===== src/rtl/thermal_clock_throttle_regs.svh =====
// Register indices, field positions, reset values and timing counts for the thermal throttle
`ifndef THERMAL_CLOCK_THROTTLE_REGS_SVH
`define THERMAL_CLOCK_THROTTLE_REGS_SVH

// Register indices on the register port
`define IDX_MISC_ENABLE      4'h0
`define IDX_STATE_FLAGS      4'h1
`define IDX_IRQ_ENABLES      4'h2
`define IDX_SOFT_MODULATION  4'h3
`define IDX_THERMAL_VECTOR   4'h4
`define IDX_TIME_STAMP       4'h5

// Field positions
`define BIT_TM_ENABLE        3
`define BIT_HOT_NOW          0
`define BIT_HOT_LOG          1
`define BIT_HIGH_IRQ_EN      0
`define BIT_LOW_IRQ_EN       1
`define BIT_SOFT_ENABLE      4
`define POS_SOFT_DUTY_LO     1
`define POS_SOFT_DUTY_HI     3
`define POS_VECTOR_LO        0
`define POS_VECTOR_HI        7
`define POS_MODE_LO          8
`define POS_MODE_HI          10
`define BIT_VECTOR_MASK      16

// Reset values
`define RST_SOFT_DUTY        3'h1
`define RST_VECTOR           8'h00
`define RST_MODE             3'h0
`define RST_VECTOR_MASK      1'b1

// Timing
`define CLK_MHZ              100
`define HOLD_TIME_US         1000
`define HOLD_CYCLES          (`HOLD_TIME_US * `CLK_MHZ)
`define MOD_PERIOD           5'h10
`define THERMAL_ON_CYCLES    5'h08

`endif

===== src/rtl/thermal_clock_throttle_pkg.sv =====
// Types shared by the thermal throttle
package thermal_clock_throttle_pkg;
  typedef logic [63:0] reg_word_t;
  typedef enum logic [2:0] {
    MOD_FULL    = 3'b001,
    MOD_THERMAL = 3'b010,
    MOD_SOFT    = 3'b100
  } mod_state_t;
endpackage


===== src/rtl/thermal_clock_throttle.sv =====
// Thermal throttle: trip handling, clock gating, status, thermal interrupt
`timescale 1ns/1ps
`include "thermal_clock_throttle_regs.svh"

module thermal_clock_throttle
  import thermal_clock_throttle_pkg::*;
#(
  parameter int HOLD_CYCLES = `HOLD_CYCLES
) (
  // Clock and reset
  input  wire logic        sys_clk_i,
  input  wire logic        reset_i,
  // Sensor pins
  input  wire logic        catastrophic_trip_i,
  input  wire logic        monitor_trip_i,
  // Register port
  input  wire logic [3:0]  reg_addr_i,
  input  wire logic        reg_wr_i,
  input  wire logic        reg_rd_i,
  input  wire logic [63:0] reg_wdata_i,
  output logic      [63:0] reg_rdata_o,
  output logic             reg_ack_o,
  output logic             reg_err_o,
  // Core clock gate and halt
  output logic             core_clk_en_o,
  output logic             exec_halt_o,
  // Core interrupt path
  input  wire logic [7:0]  irq_req_i,
  output logic      [7:0]  irq_deliver_o,
  // Thermal interrupt to the core
  output logic             therm_irq_o,
  output logic      [7:0]  therm_irq_vector_o,
  output logic      [2:0]  therm_irq_mode_o,
  // Free-running time stamp
  output logic      [63:0] time_stamp_o
);

  localparam logic [16:0] HOLD_LOAD = 17'(HOLD_CYCLES - 1);

  ////////////////////////////////////////////////////////////////////////////
  // Pin synchronisers

  logic        cat_meta;
  logic        cat_sync;
  logic        trip_meta;
  logic        trip_sync;
  logic        trip_prev;

  always_ff @(posedge sys_clk_i) begin
    if (reset_i) begin
      cat_meta  <= 1'b0;
      cat_sync  <= 1'b0;
      trip_meta <= 1'b0;
      trip_sync <= 1'b0;
      trip_prev <= 1'b0;
    end else begin
      cat_meta  <= catastrophic_trip_i;
      cat_sync  <= cat_meta;
      trip_meta <= monitor_trip_i;
      trip_sync <= trip_meta;
      trip_prev <= trip_sync;
    end
  end

  // Edge of the sampled trip level
  wire trip_rise = trip_sync & ~trip_prev;
  wire trip_fall = ~trip_sync & trip_prev;

  ////////////////////////////////////////////////////////////////////////////
  // Register storage

  logic        tm_enable;
  logic        hot_log;
  logic        high_irq_en;
  logic        low_irq_en;
  logic        soft_enable;
  logic [2:0]  soft_duty;
  logic [7:0]  vector;
  logic [2:0]  mode;
  logic        vector_mask;
  logic [63:0] time_stamp;

  wire sel_misc   = (reg_addr_i == `IDX_MISC_ENABLE);
  wire sel_state  = (reg_addr_i == `IDX_STATE_FLAGS);
  wire sel_irq    = (reg_addr_i == `IDX_IRQ_ENABLES);
  wire sel_soft   = (reg_addr_i == `IDX_SOFT_MODULATION);
  wire sel_vector = (reg_addr_i == `IDX_THERMAL_VECTOR);
  wire sel_stamp  = (reg_addr_i == `IDX_TIME_STAMP);
  wire sel_any    = sel_misc | sel_state | sel_irq | sel_soft | sel_vector | sel_stamp;

  wire wr_misc   = reg_wr_i & sel_misc;
  wire wr_state  = reg_wr_i & sel_state;
  wire wr_irq    = reg_wr_i & sel_irq;
  wire wr_soft   = reg_wr_i & sel_soft;
  wire wr_vector = reg_wr_i & sel_vector;

  // Log bit: software clears by writing zero; a trip in that cycle wins
  wire log_clear   = wr_state & ~reg_wdata_i[`BIT_HOT_LOG];
  wire next_hot_log = trip_rise | (hot_log & ~log_clear);

  always_ff @(posedge sys_clk_i) begin
    if (reset_i) begin
      tm_enable   <= 1'b0;
      hot_log     <= 1'b0;
      high_irq_en <= 1'b0;
      low_irq_en  <= 1'b0;
      soft_enable <= 1'b0;
      soft_duty   <= `RST_SOFT_DUTY;
      vector      <= `RST_VECTOR;
      mode        <= `RST_MODE;
      vector_mask <= `RST_VECTOR_MASK;
    end else begin
      hot_log <= next_hot_log;
      if (wr_misc) begin
        tm_enable <= reg_wdata_i[`BIT_TM_ENABLE];
      end
      if (wr_irq) begin
        high_irq_en <= reg_wdata_i[`BIT_HIGH_IRQ_EN];
        low_irq_en  <= reg_wdata_i[`BIT_LOW_IRQ_EN];
      end
      if (wr_soft) begin
        soft_enable <= reg_wdata_i[`BIT_SOFT_ENABLE];
        soft_duty   <= reg_wdata_i[`POS_SOFT_DUTY_HI:`POS_SOFT_DUTY_LO];
      end
      if (wr_vector) begin
        vector      <= reg_wdata_i[`POS_VECTOR_HI:`POS_VECTOR_LO];
        mode        <= reg_wdata_i[`POS_MODE_HI:`POS_MODE_LO];
        vector_mask <= reg_wdata_i[`BIT_VECTOR_MASK];
      end
    end
  end

  // Counts every edge; gating never touches it
  always_ff @(posedge sys_clk_i) begin
    if (reset_i) begin
      time_stamp <= 64'h0000_0000_0000_0000;
    end else begin
      time_stamp <= time_stamp + 64'h0000_0000_0000_0001;
    end
  end

  ////////////////////////////////////////////////////////////////////////////
  // Catastrophic halt

  logic halted;

  always_ff @(posedge sys_clk_i) begin
    if (reset_i) begin
      halted <= 1'b0;
    end else if (cat_sync) begin
      halted <= 1'b1;
    end
  end

  ////////////////////////////////////////////////////////////////////////////
  // Thermal hold timer

  logic [16:0] hold_cnt;
  wire         hold_busy = (hold_cnt != 17'h0_0000);

  always_ff @(posedge sys_clk_i) begin
    if (reset_i) begin
      hold_cnt <= 17'h0_0000;
    end else if (trip_rise & tm_enable) begin
      hold_cnt <= HOLD_LOAD;
    end else if (hold_busy) begin
      hold_cnt <= hold_cnt - 17'h0_0001;
    end
  end

  // Throttling: sensor tripped, or still inside the minimum hold; hot only while tripped
  wire thermal_active = tm_enable & (trip_sync | hold_busy);
  wire hot_now        = thermal_active & trip_sync;

  ////////////////////////////////////////////////////////////////////////////
  // Modulation state

  mod_state_t state;
  mod_state_t next_state;

  always_comb begin
    next_state = MOD_FULL;
    case (state)
      MOD_FULL: begin
        if (thermal_active) begin
          next_state = MOD_THERMAL;
        end else if (soft_enable) begin
          next_state = MOD_SOFT;
        end
      end
      MOD_THERMAL: begin
        if (thermal_active) begin
          next_state = MOD_THERMAL;
        end else if (soft_enable) begin
          next_state = MOD_SOFT;
        end
      end
      MOD_SOFT: begin
        if (thermal_active) begin
          next_state = MOD_THERMAL;
        end else if (soft_enable) begin
          next_state = MOD_SOFT;
        end
      end
      default: begin
        next_state = MOD_FULL;
      end
    endcase
  end

  always_ff @(posedge sys_clk_i) begin
    if (reset_i) begin
      state <= MOD_FULL;
    end else begin
      state <= next_state;
    end
  end

  ////////////////////////////////////////////////////////////////////////////
  // Stop-clock window

  // Window of sixteen cycles; duty code n lets 2n of them through, code 0 counting as 1
  logic [4:0] phase;
  wire  [4:0] next_phase = (phase == `MOD_PERIOD - 5'h01) ? 5'h00 : phase + 5'h01;
  wire  [2:0] duty_code  = (soft_duty == 3'h0) ? `RST_SOFT_DUTY : soft_duty;
  wire  [4:0] soft_on    = {1'b0, duty_code, 1'b0};

  wire [4:0] on_cycles = (state == MOD_THERMAL) ? `THERMAL_ON_CYCLES :
                         (state == MOD_SOFT)    ? soft_on : `MOD_PERIOD;

  // Whole cycles are passed or held; the clock edge itself is never reshaped
  wire next_clk_en = ~halted & (next_phase < on_cycles);

  always_ff @(posedge sys_clk_i) begin
    if (reset_i) begin
      phase         <= 5'h00;
      core_clk_en_o <= 1'b1;
      exec_halt_o   <= 1'b0;
    end else begin
      phase         <= next_phase;
      core_clk_en_o <= next_clk_en;
      exec_halt_o   <= halted;
    end
  end

  ////////////////////////////////////////////////////////////////////////////
  // Core interrupt holding

  // Deliver only on cycles the core is clocked
  logic [7:0] pending;
  wire        deliver_ok   = next_clk_en;
  wire  [7:0] deliver      = deliver_ok ? (pending | irq_req_i) : 8'h00;
  wire  [7:0] next_pending = (pending | irq_req_i) & ~deliver;

  always_ff @(posedge sys_clk_i) begin
    if (reset_i) begin
      pending       <= 8'h00;
      irq_deliver_o <= 8'h00;
    end else begin
      pending       <= next_pending;
      irq_deliver_o <= deliver;
    end
  end

  ////////////////////////////////////////////////////////////////////////////
  // Thermal interrupt

  wire therm_event = tm_enable & ((trip_rise & high_irq_en) |
                                  (trip_fall & low_irq_en));
  wire therm_fire  = therm_event & ~vector_mask;

  always_ff @(posedge sys_clk_i) begin
    if (reset_i) begin
      therm_irq_o        <= 1'b0;
      therm_irq_vector_o <= 8'h00;
      therm_irq_mode_o   <= 3'h0;
    end else begin
      therm_irq_o        <= therm_fire;
      therm_irq_vector_o <= vector;
      therm_irq_mode_o   <= mode;
    end
  end

  ////////////////////////////////////////////////////////////////////////////
  // Register read-back

  reg_word_t misc_word;
  reg_word_t state_word;
  reg_word_t irq_word;
  reg_word_t soft_word;
  reg_word_t vector_word;
  reg_word_t read_word;

  assign misc_word   = {60'h0, tm_enable, 3'h0};
  assign state_word  = {62'h0, hot_log, hot_now};
  assign irq_word    = {62'h0, low_irq_en, high_irq_en};
  assign soft_word   = {59'h0, soft_enable, soft_duty, 1'b0};
  assign vector_word = {47'h0, vector_mask, 5'h00, mode, vector};

  assign read_word = sel_misc   ? misc_word   :
                     sel_state  ? state_word  :
                     sel_irq    ? irq_word    :
                     sel_soft   ? soft_word   :
                     sel_vector ? vector_word :
                     sel_stamp  ? time_stamp  : 64'h0;

  wire access  = reg_rd_i | reg_wr_i;

  always_ff @(posedge sys_clk_i) begin
    if (reset_i) begin
      reg_rdata_o  <= 64'h0000_0000_0000_0000;
      reg_ack_o    <= 1'b0;
      reg_err_o    <= 1'b0;
      time_stamp_o <= 64'h0000_0000_0000_0000;
    end else begin
      reg_rdata_o  <= (reg_rd_i & sel_any) ? read_word : 64'h0;
      reg_ack_o    <= access;
      reg_err_o    <= access & ~sel_any;
      time_stamp_o <= time_stamp;
    end
  end

endmodule


===== config.mk =====
export PLATFORM = sky130hd
export DESIGN_NAME = thermal_clock_throttle
export DESIGN_NICKNAME = d
export VERILOG_FILES = /design/src/rtl/thermal_clock_throttle_pkg.sv /design/src/rtl/thermal_clock_throttle.sv
export VERILOG_INCLUDE_DIRS = /design/src /design/src/rtl
export SDC_FILE = /design/constraint.sdc
export NUM_CORES = 1
export LEC_CHECK = 0
export BUFFER_PORTS_ARGS = -buffer_cell sky130_fd_sc_hd__buf_2
export CORE_ASPECT_RATIO = 0.9
export CORE_MARGIN = 2
export CORE_UTILIZATION = 50
export DETAILED_ROUTE_END_ITERATION = 16
export GPL_ROUTABILITY_DRIVEN = 0
export PLACE_DENSITY_LB_ADDON = 0.25
export SYNTH_ARGS = -nofsm -noshare
export SYNTH_HDL_FRONTEND = slang
export SYNTH_SLANG_ARGS = --single-unit

===== constraint.sdc =====
create_clock -name sys_clk_i -period 4.94 [get_ports sys_clk_i]
set_clock_uncertainty 0.15 [all_clocks]
set_input_delay 1.235 -clock sys_clk_i [delete_from_list [all_inputs] [get_ports sys_clk_i]]
set_output_delay 1.235 -clock sys_clk_i [all_outputs]
set_load 0.05 [all_outputs]

# After elaboration in Yosys (flattened, before gate mapping)
# Cells that the tools add are included.
dict set report classes {
  addsub 3
  n_mul 0
  div 0
  magnitude_cmp 1
  eq_ne 9
  shift 0
  mux 15
  n_bitwise 41
  reduce_logical 13
}
# op count
set op_table {}
lappend op_table {{$mux 17} 4}
lappend op_table {{$add 64x1->64 const B} 1}
lappend op_table {{$mux 5} 4}
lappend op_table {{$and 1x1->1} 19}
lappend op_table {{$reduce_bool 17->1} 1}
lappend op_table {{$sub 17x1->17 const B} 1}
lappend op_table {{$mux 4} 3}
lappend op_table {{$not 1->1} 10}
lappend op_table {{$or 1x1->1} 9}
lappend op_table {{$reduce_or 3->1} 3}
lappend op_table {{$and 8x8->8} 1}
lappend op_table {{$eq 4x2->1 const B} 2}
lappend op_table {{$eq 4x3->1 const B} 2}
lappend op_table {{$mux 8} 1}
lappend op_table {{$not 8->8} 1}
lappend op_table {{$or 8x8->8} 1}
lappend op_table {{$reduce_or 8->1} 1}
lappend op_table {{$mux 3} 2}
lappend op_table {{$reduce_or 2->1} 3}
lappend op_table {{$reduce_or 6->1} 1}
lappend op_table {{$add 5x1->5 const B} 1}
lappend op_table {{$eq 5x4->1 const B} 1}
lappend op_table {{$lt 5x5->1} 1}
lappend op_table {{$reduce_or 5->1} 1}
lappend op_table {{8 further kinds} 8}
dict set report word_totals {
  register_bits 275
  latch_bits 0
  ram_bits 0
  mem_bits_ro 0
  in_bits 82
  output_inout_bits 152
  memories 0
}

# Depth between registers and ports, before layout
dict set report depth {
  depth_word 9
  depth_mapped 9
  mapped_depth_nobuf 9
}

# Worst setup path after synthesis
# No wires, ideal clock.
dict set report synth_path {
  kind {in2reg}
  startpoint {in reg_addr_i[3]}
  endpoint {reg reg_rdata_o[20]}
  setup_ps 59
  arrival_time_ps 2815
  slack_ps 1915
  path_stages 7
  n_path_buf 3
  path_cell_list {clkbuf_1 -> nor3b_1 -> o311ai_1 -> nor3_1 -> clkbuf_1 -> clkbuf_1 -> and2_1}
}
dict set report synth_via {
  elab_chain_len 9
  elab_cells_between_ends 15
}
# element line_no
set synth_rtl {}
lappend synth_rtl {{from (decl)} thermal_clock_throttle.sv:17} ;# input wire logic [3:0] reg_addr_i,
lappend synth_rtl {{$eq 4x1->1 (no line) / $logic_not 4->1 (equally long branches)} --}
lappend synth_rtl {{$or 1x1->1 (5 in a row)} thermal_clock_throttle.sv:89} ;# wire sel_any = sel_misc | sel_state | sel_irq | sel_soft | sel_vector | sel_stamp;
lappend synth_rtl {{$and 1x1->1} thermal_clock_throttle.sv:316} ;# reg_rdata_o <= (reg_rd_i & sel_any) ? read_word : 64'h0;
lappend synth_rtl {{$not 1->1 (no line)} --}
lappend synth_rtl {{$reduce_or 8->1 (no line) *} --}
lappend synth_rtl {{to (signal assigned)} thermal_clock_throttle.sv:316}
lappend synth_rtl {{to (decl)} thermal_clock_throttle.sv:21} ;# output logic [63:0] reg_rdata_o,
# Mark *: on every way between the ends. The rest lies on a longest branch, timed or not.
# A chain may end at the register's enable or synchronous reset.

# Worst setup path in the final report
dict set report layout_path {
  startpoint {reg time_stamp[1]}
  endpoint {reg time_stamp[30]}
}
dict set report layout_via {
  elab_chain_len 1
}
# element line_no
set layout_rtl {}
lappend layout_rtl {{from (decl)} thermal_clock_throttle.sv:81} ;# logic [63:0] time_stamp;
lappend layout_rtl {{from (signal assigned)} thermal_clock_throttle.sv:138} ;# time_stamp <= time_stamp + 64'h0000_0000_0000_0001;
lappend layout_rtl {{$add 64x1->64} thermal_clock_throttle.sv:138}
# No other way between the ends.

==> metrics <==
commonest non-fill, non-tap cell in the layout dfxtp_1; fin area 11900 um^2; flops & latches, synth 275; critical path data required time between 5000 and 6000 ps; Hold WC Path Type register to register; first-pass GRT wire length around 34 mm; Gate power share 10.9%; Worst Setup Path Type register to register; nets roughly 1300; share of layout cells above drive strength 1 22.6%; crit path buf inv count 0; Worst Reg-to-Reg Cells 6; measured slew at the worst slew-check pin 1050 ps; ranking of synthesized cells by area dfxtp_1 (57%), nor2b_1 (5.3%), nor2_1 (4.4%), and2_1 (3.3%), xor2_1 (2.8%); Worst path top cell family by delay simple AND/OR/NAND/NOR gates; fin cells 1442; vias about 7400; RR Startpoint time_stamp[1]; startpoint type of the worst setup path register; HPWL after DPL about 14 mm; First DRT Iteration DRCs 400; max frequency 358 MHz; Routed Antenna Nets 0; Post-synth ARST share 0%; Switching Share roughly 24%; clk_lat worst skew approximately 540 ps; DR WL/cell between 10 and 15 um; drt drc 0; post-CTS setup buffers 0; Avg Inst Size Synth 9.76 um^2; cell mode on critical path nand4_1; sequential share of power a little over two fifths; Min Clock Period, post-route 2790 ps; hold slack 274 ps; Synth warnings 0; worst r2r dst time_stamp[30]; post-synth cell types 61; status completed; die height between 100 and 150 um; TritonCTS Sinks between 200 and 300; die width between 150 and 200 um; area fraction of the dominant cell type after synthesis between 50% and 60%; Top FF cell, synth dfxtp_1; Slowest cell on crit path nor3_2; Reg clk slew, reported paths approximately 70 ps; Top-Level Pins 234; post-cts sizing count 0; largest net degree at the start of global routing between 70 and 80; initial core utilization between 50% and 60%; Via density a little over 5; Post-DP Area roughly 11000 um^2; clock buffer depth 3; worst vdd ir roughly 270 uV; Net Switching 1.29 mW; final setup fails 0; initial antenna violation count 0; Initial DRT Pass Iterations 5; MaxCap Viol Count 0; CP Capture Type register; CP cell instances ha_1 -> nand4_1 -> nor3_2 -> nand4_1 -> or3_1 -> a21oi_1; Stages on worst setup path 6; Clock Root Buffer clkbuf_16; Cell Area, Synth roughly 9700 um^2; PortBufs around 180; H-tree Lvls 1; CP endpoint time_stamp[30]; area occupied by registers between 5000 and 6000 um^2; critical path's largest stage delay between 600 and 700 ps; row count 48; RSZ-0062 raised after global routing false; TritonCTS clock tree yes; Syn Inst Count approximately 1000; most frequent cells in the layout dfxtp_1 (275), buf_2 (180), nor2_1 (113), nor2b_1 (82), nand2_1 (70); setup TNS 0 ps; Core Region ~19000 um^2; area leader, netlist dfxtp_1; TritonCTS buffer count 28; number of global-route vias before repair between 6000 and 7000; power per standard cell area approximately 450 nW/um^2; crit path DAT approximately 3100 ps; Cells after DPL 1390; full die area 20600 um^2; Leak Pwr around 5 nW; Worst Path Max Fanout 10; Reg2Reg Setup Slack 2150 ps; Setup crit start time_stamp[1]; Rel. slew slack 29.1%; max-slew violation count 0; final hold violation count 0; register area share after synthesis between 50% and 60%; GRT Residual Overflow 0; Ant. Diodes 0; post-layout util between 60 and 70%; EDFF count, synth 0; Post-CTS Hold Buffers 0; fill count ~1600; syn_nets 1086; clock group share of total power between 40% and 50%; Synth-to-Final Area Change 22.5%; All-Layer GR Usage ~20%; final wirelength approximately 21 mm; Int Pwr 4.06 mW; footprint of the multi-input gates around 4000 um^2; Final Cycle Share about 56%
## metrics by stage
stage	setup slack, ps	power, mW
after floorplan	1920	2.87
after global placement	1680	2.95
after detailed placement	1650	2.97
after CTS	2150	5.39
after global routing	1880	5.56
final	2150	5.35
## cell usage after synthesis (all sizes together), types with 8 or more instances
cell type    n
dfxtp      275
nor2       113
nor2b       82
nand2       71
a21oi       52
and2        52
clkbuf      38
nand4       37
xor2        31
nand3       30
o21ai       21
nor3        18
nor4        18
xnor2       17
inv         15
or3         15
mux2        10
or4          9
a22oi        8
nand2b       8
o21bai       8
## cell families after synthesis
| kind of cell | synth area share, % |
|---|---|
| and+or+nand+nor | 27.1 |
| DFF | 56.5 |
| AOI/OAI and AO/OA | 7.33 |
| buffers and inverters | 2.45 |
| xor gates and xnor gates | 4.32 |
| muxes | 1.36 |
| adders and majority gates | 0.900 |
## per-layer routing
metal / GRT usage (%) / part of all wire [%] / wire (um)
met5: 0 / 0 / 0
met4: 5.30 / 2.2 / 457
met3: 3.12 / 5.4 / 1130
met2: 32.8 / 46 / 9740
met1: 28.0 / 46 / 9740
## worst min path at each step
stage                   start   endpoint  slack (ps)  cells past startpoint
floorplan            cat_sync     halted         260                      2
global placement     cat_sync     halted         260                      2
detailed placement   cat_sync     halted         270                      2
CTS                 trip_meta  trip_sync         280                      1
global route        trip_meta  trip_sync         300                      1
finish              trip_meta  trip_sync         270                      1
## flip-flops by register name, indices dropped and copies added, names as in the netlist, 3 cells and up
| register | flops |
|---|---|
| reg_rdata_o | 64 |
| time_stamp | 64 |
| time_stamp_o | 64 |
| hold_cnt | 17 |
| irq_deliver_o | 8 |
| pending | 8 |
| therm_irq_vector_o | 8 |
| vector | 8 |
| phase | 5 |
| mode | 3 |
| soft_duty | 3 |
| state | 3 |
| therm_irq_mode_o | 3 |
## area by class of cell
cell class,count,area share [%]
repair buffers,188,8.09
well taps,250,2.62
multi-input cells,662,33.5
flip-flops and latches,275,46.1
clock inverters,19,2.73
clock buffers,33,6.45
inverters,15,0.472
## power groups by stage
stage	logic, mW	registers (mW)	clock network, mW
3_3_place_gp	0.562	2.39	0
2_1_floorplan	0.458	2.41	0
5_1_grt	0.655	2.36	2.54
3_5_place_dp	0.575	2.39	0
4_1_cts	0.582	2.35	2.46
6_report	0.582	2.35	2.42
No activity file was read; power rests on OpenSTA's default activity.
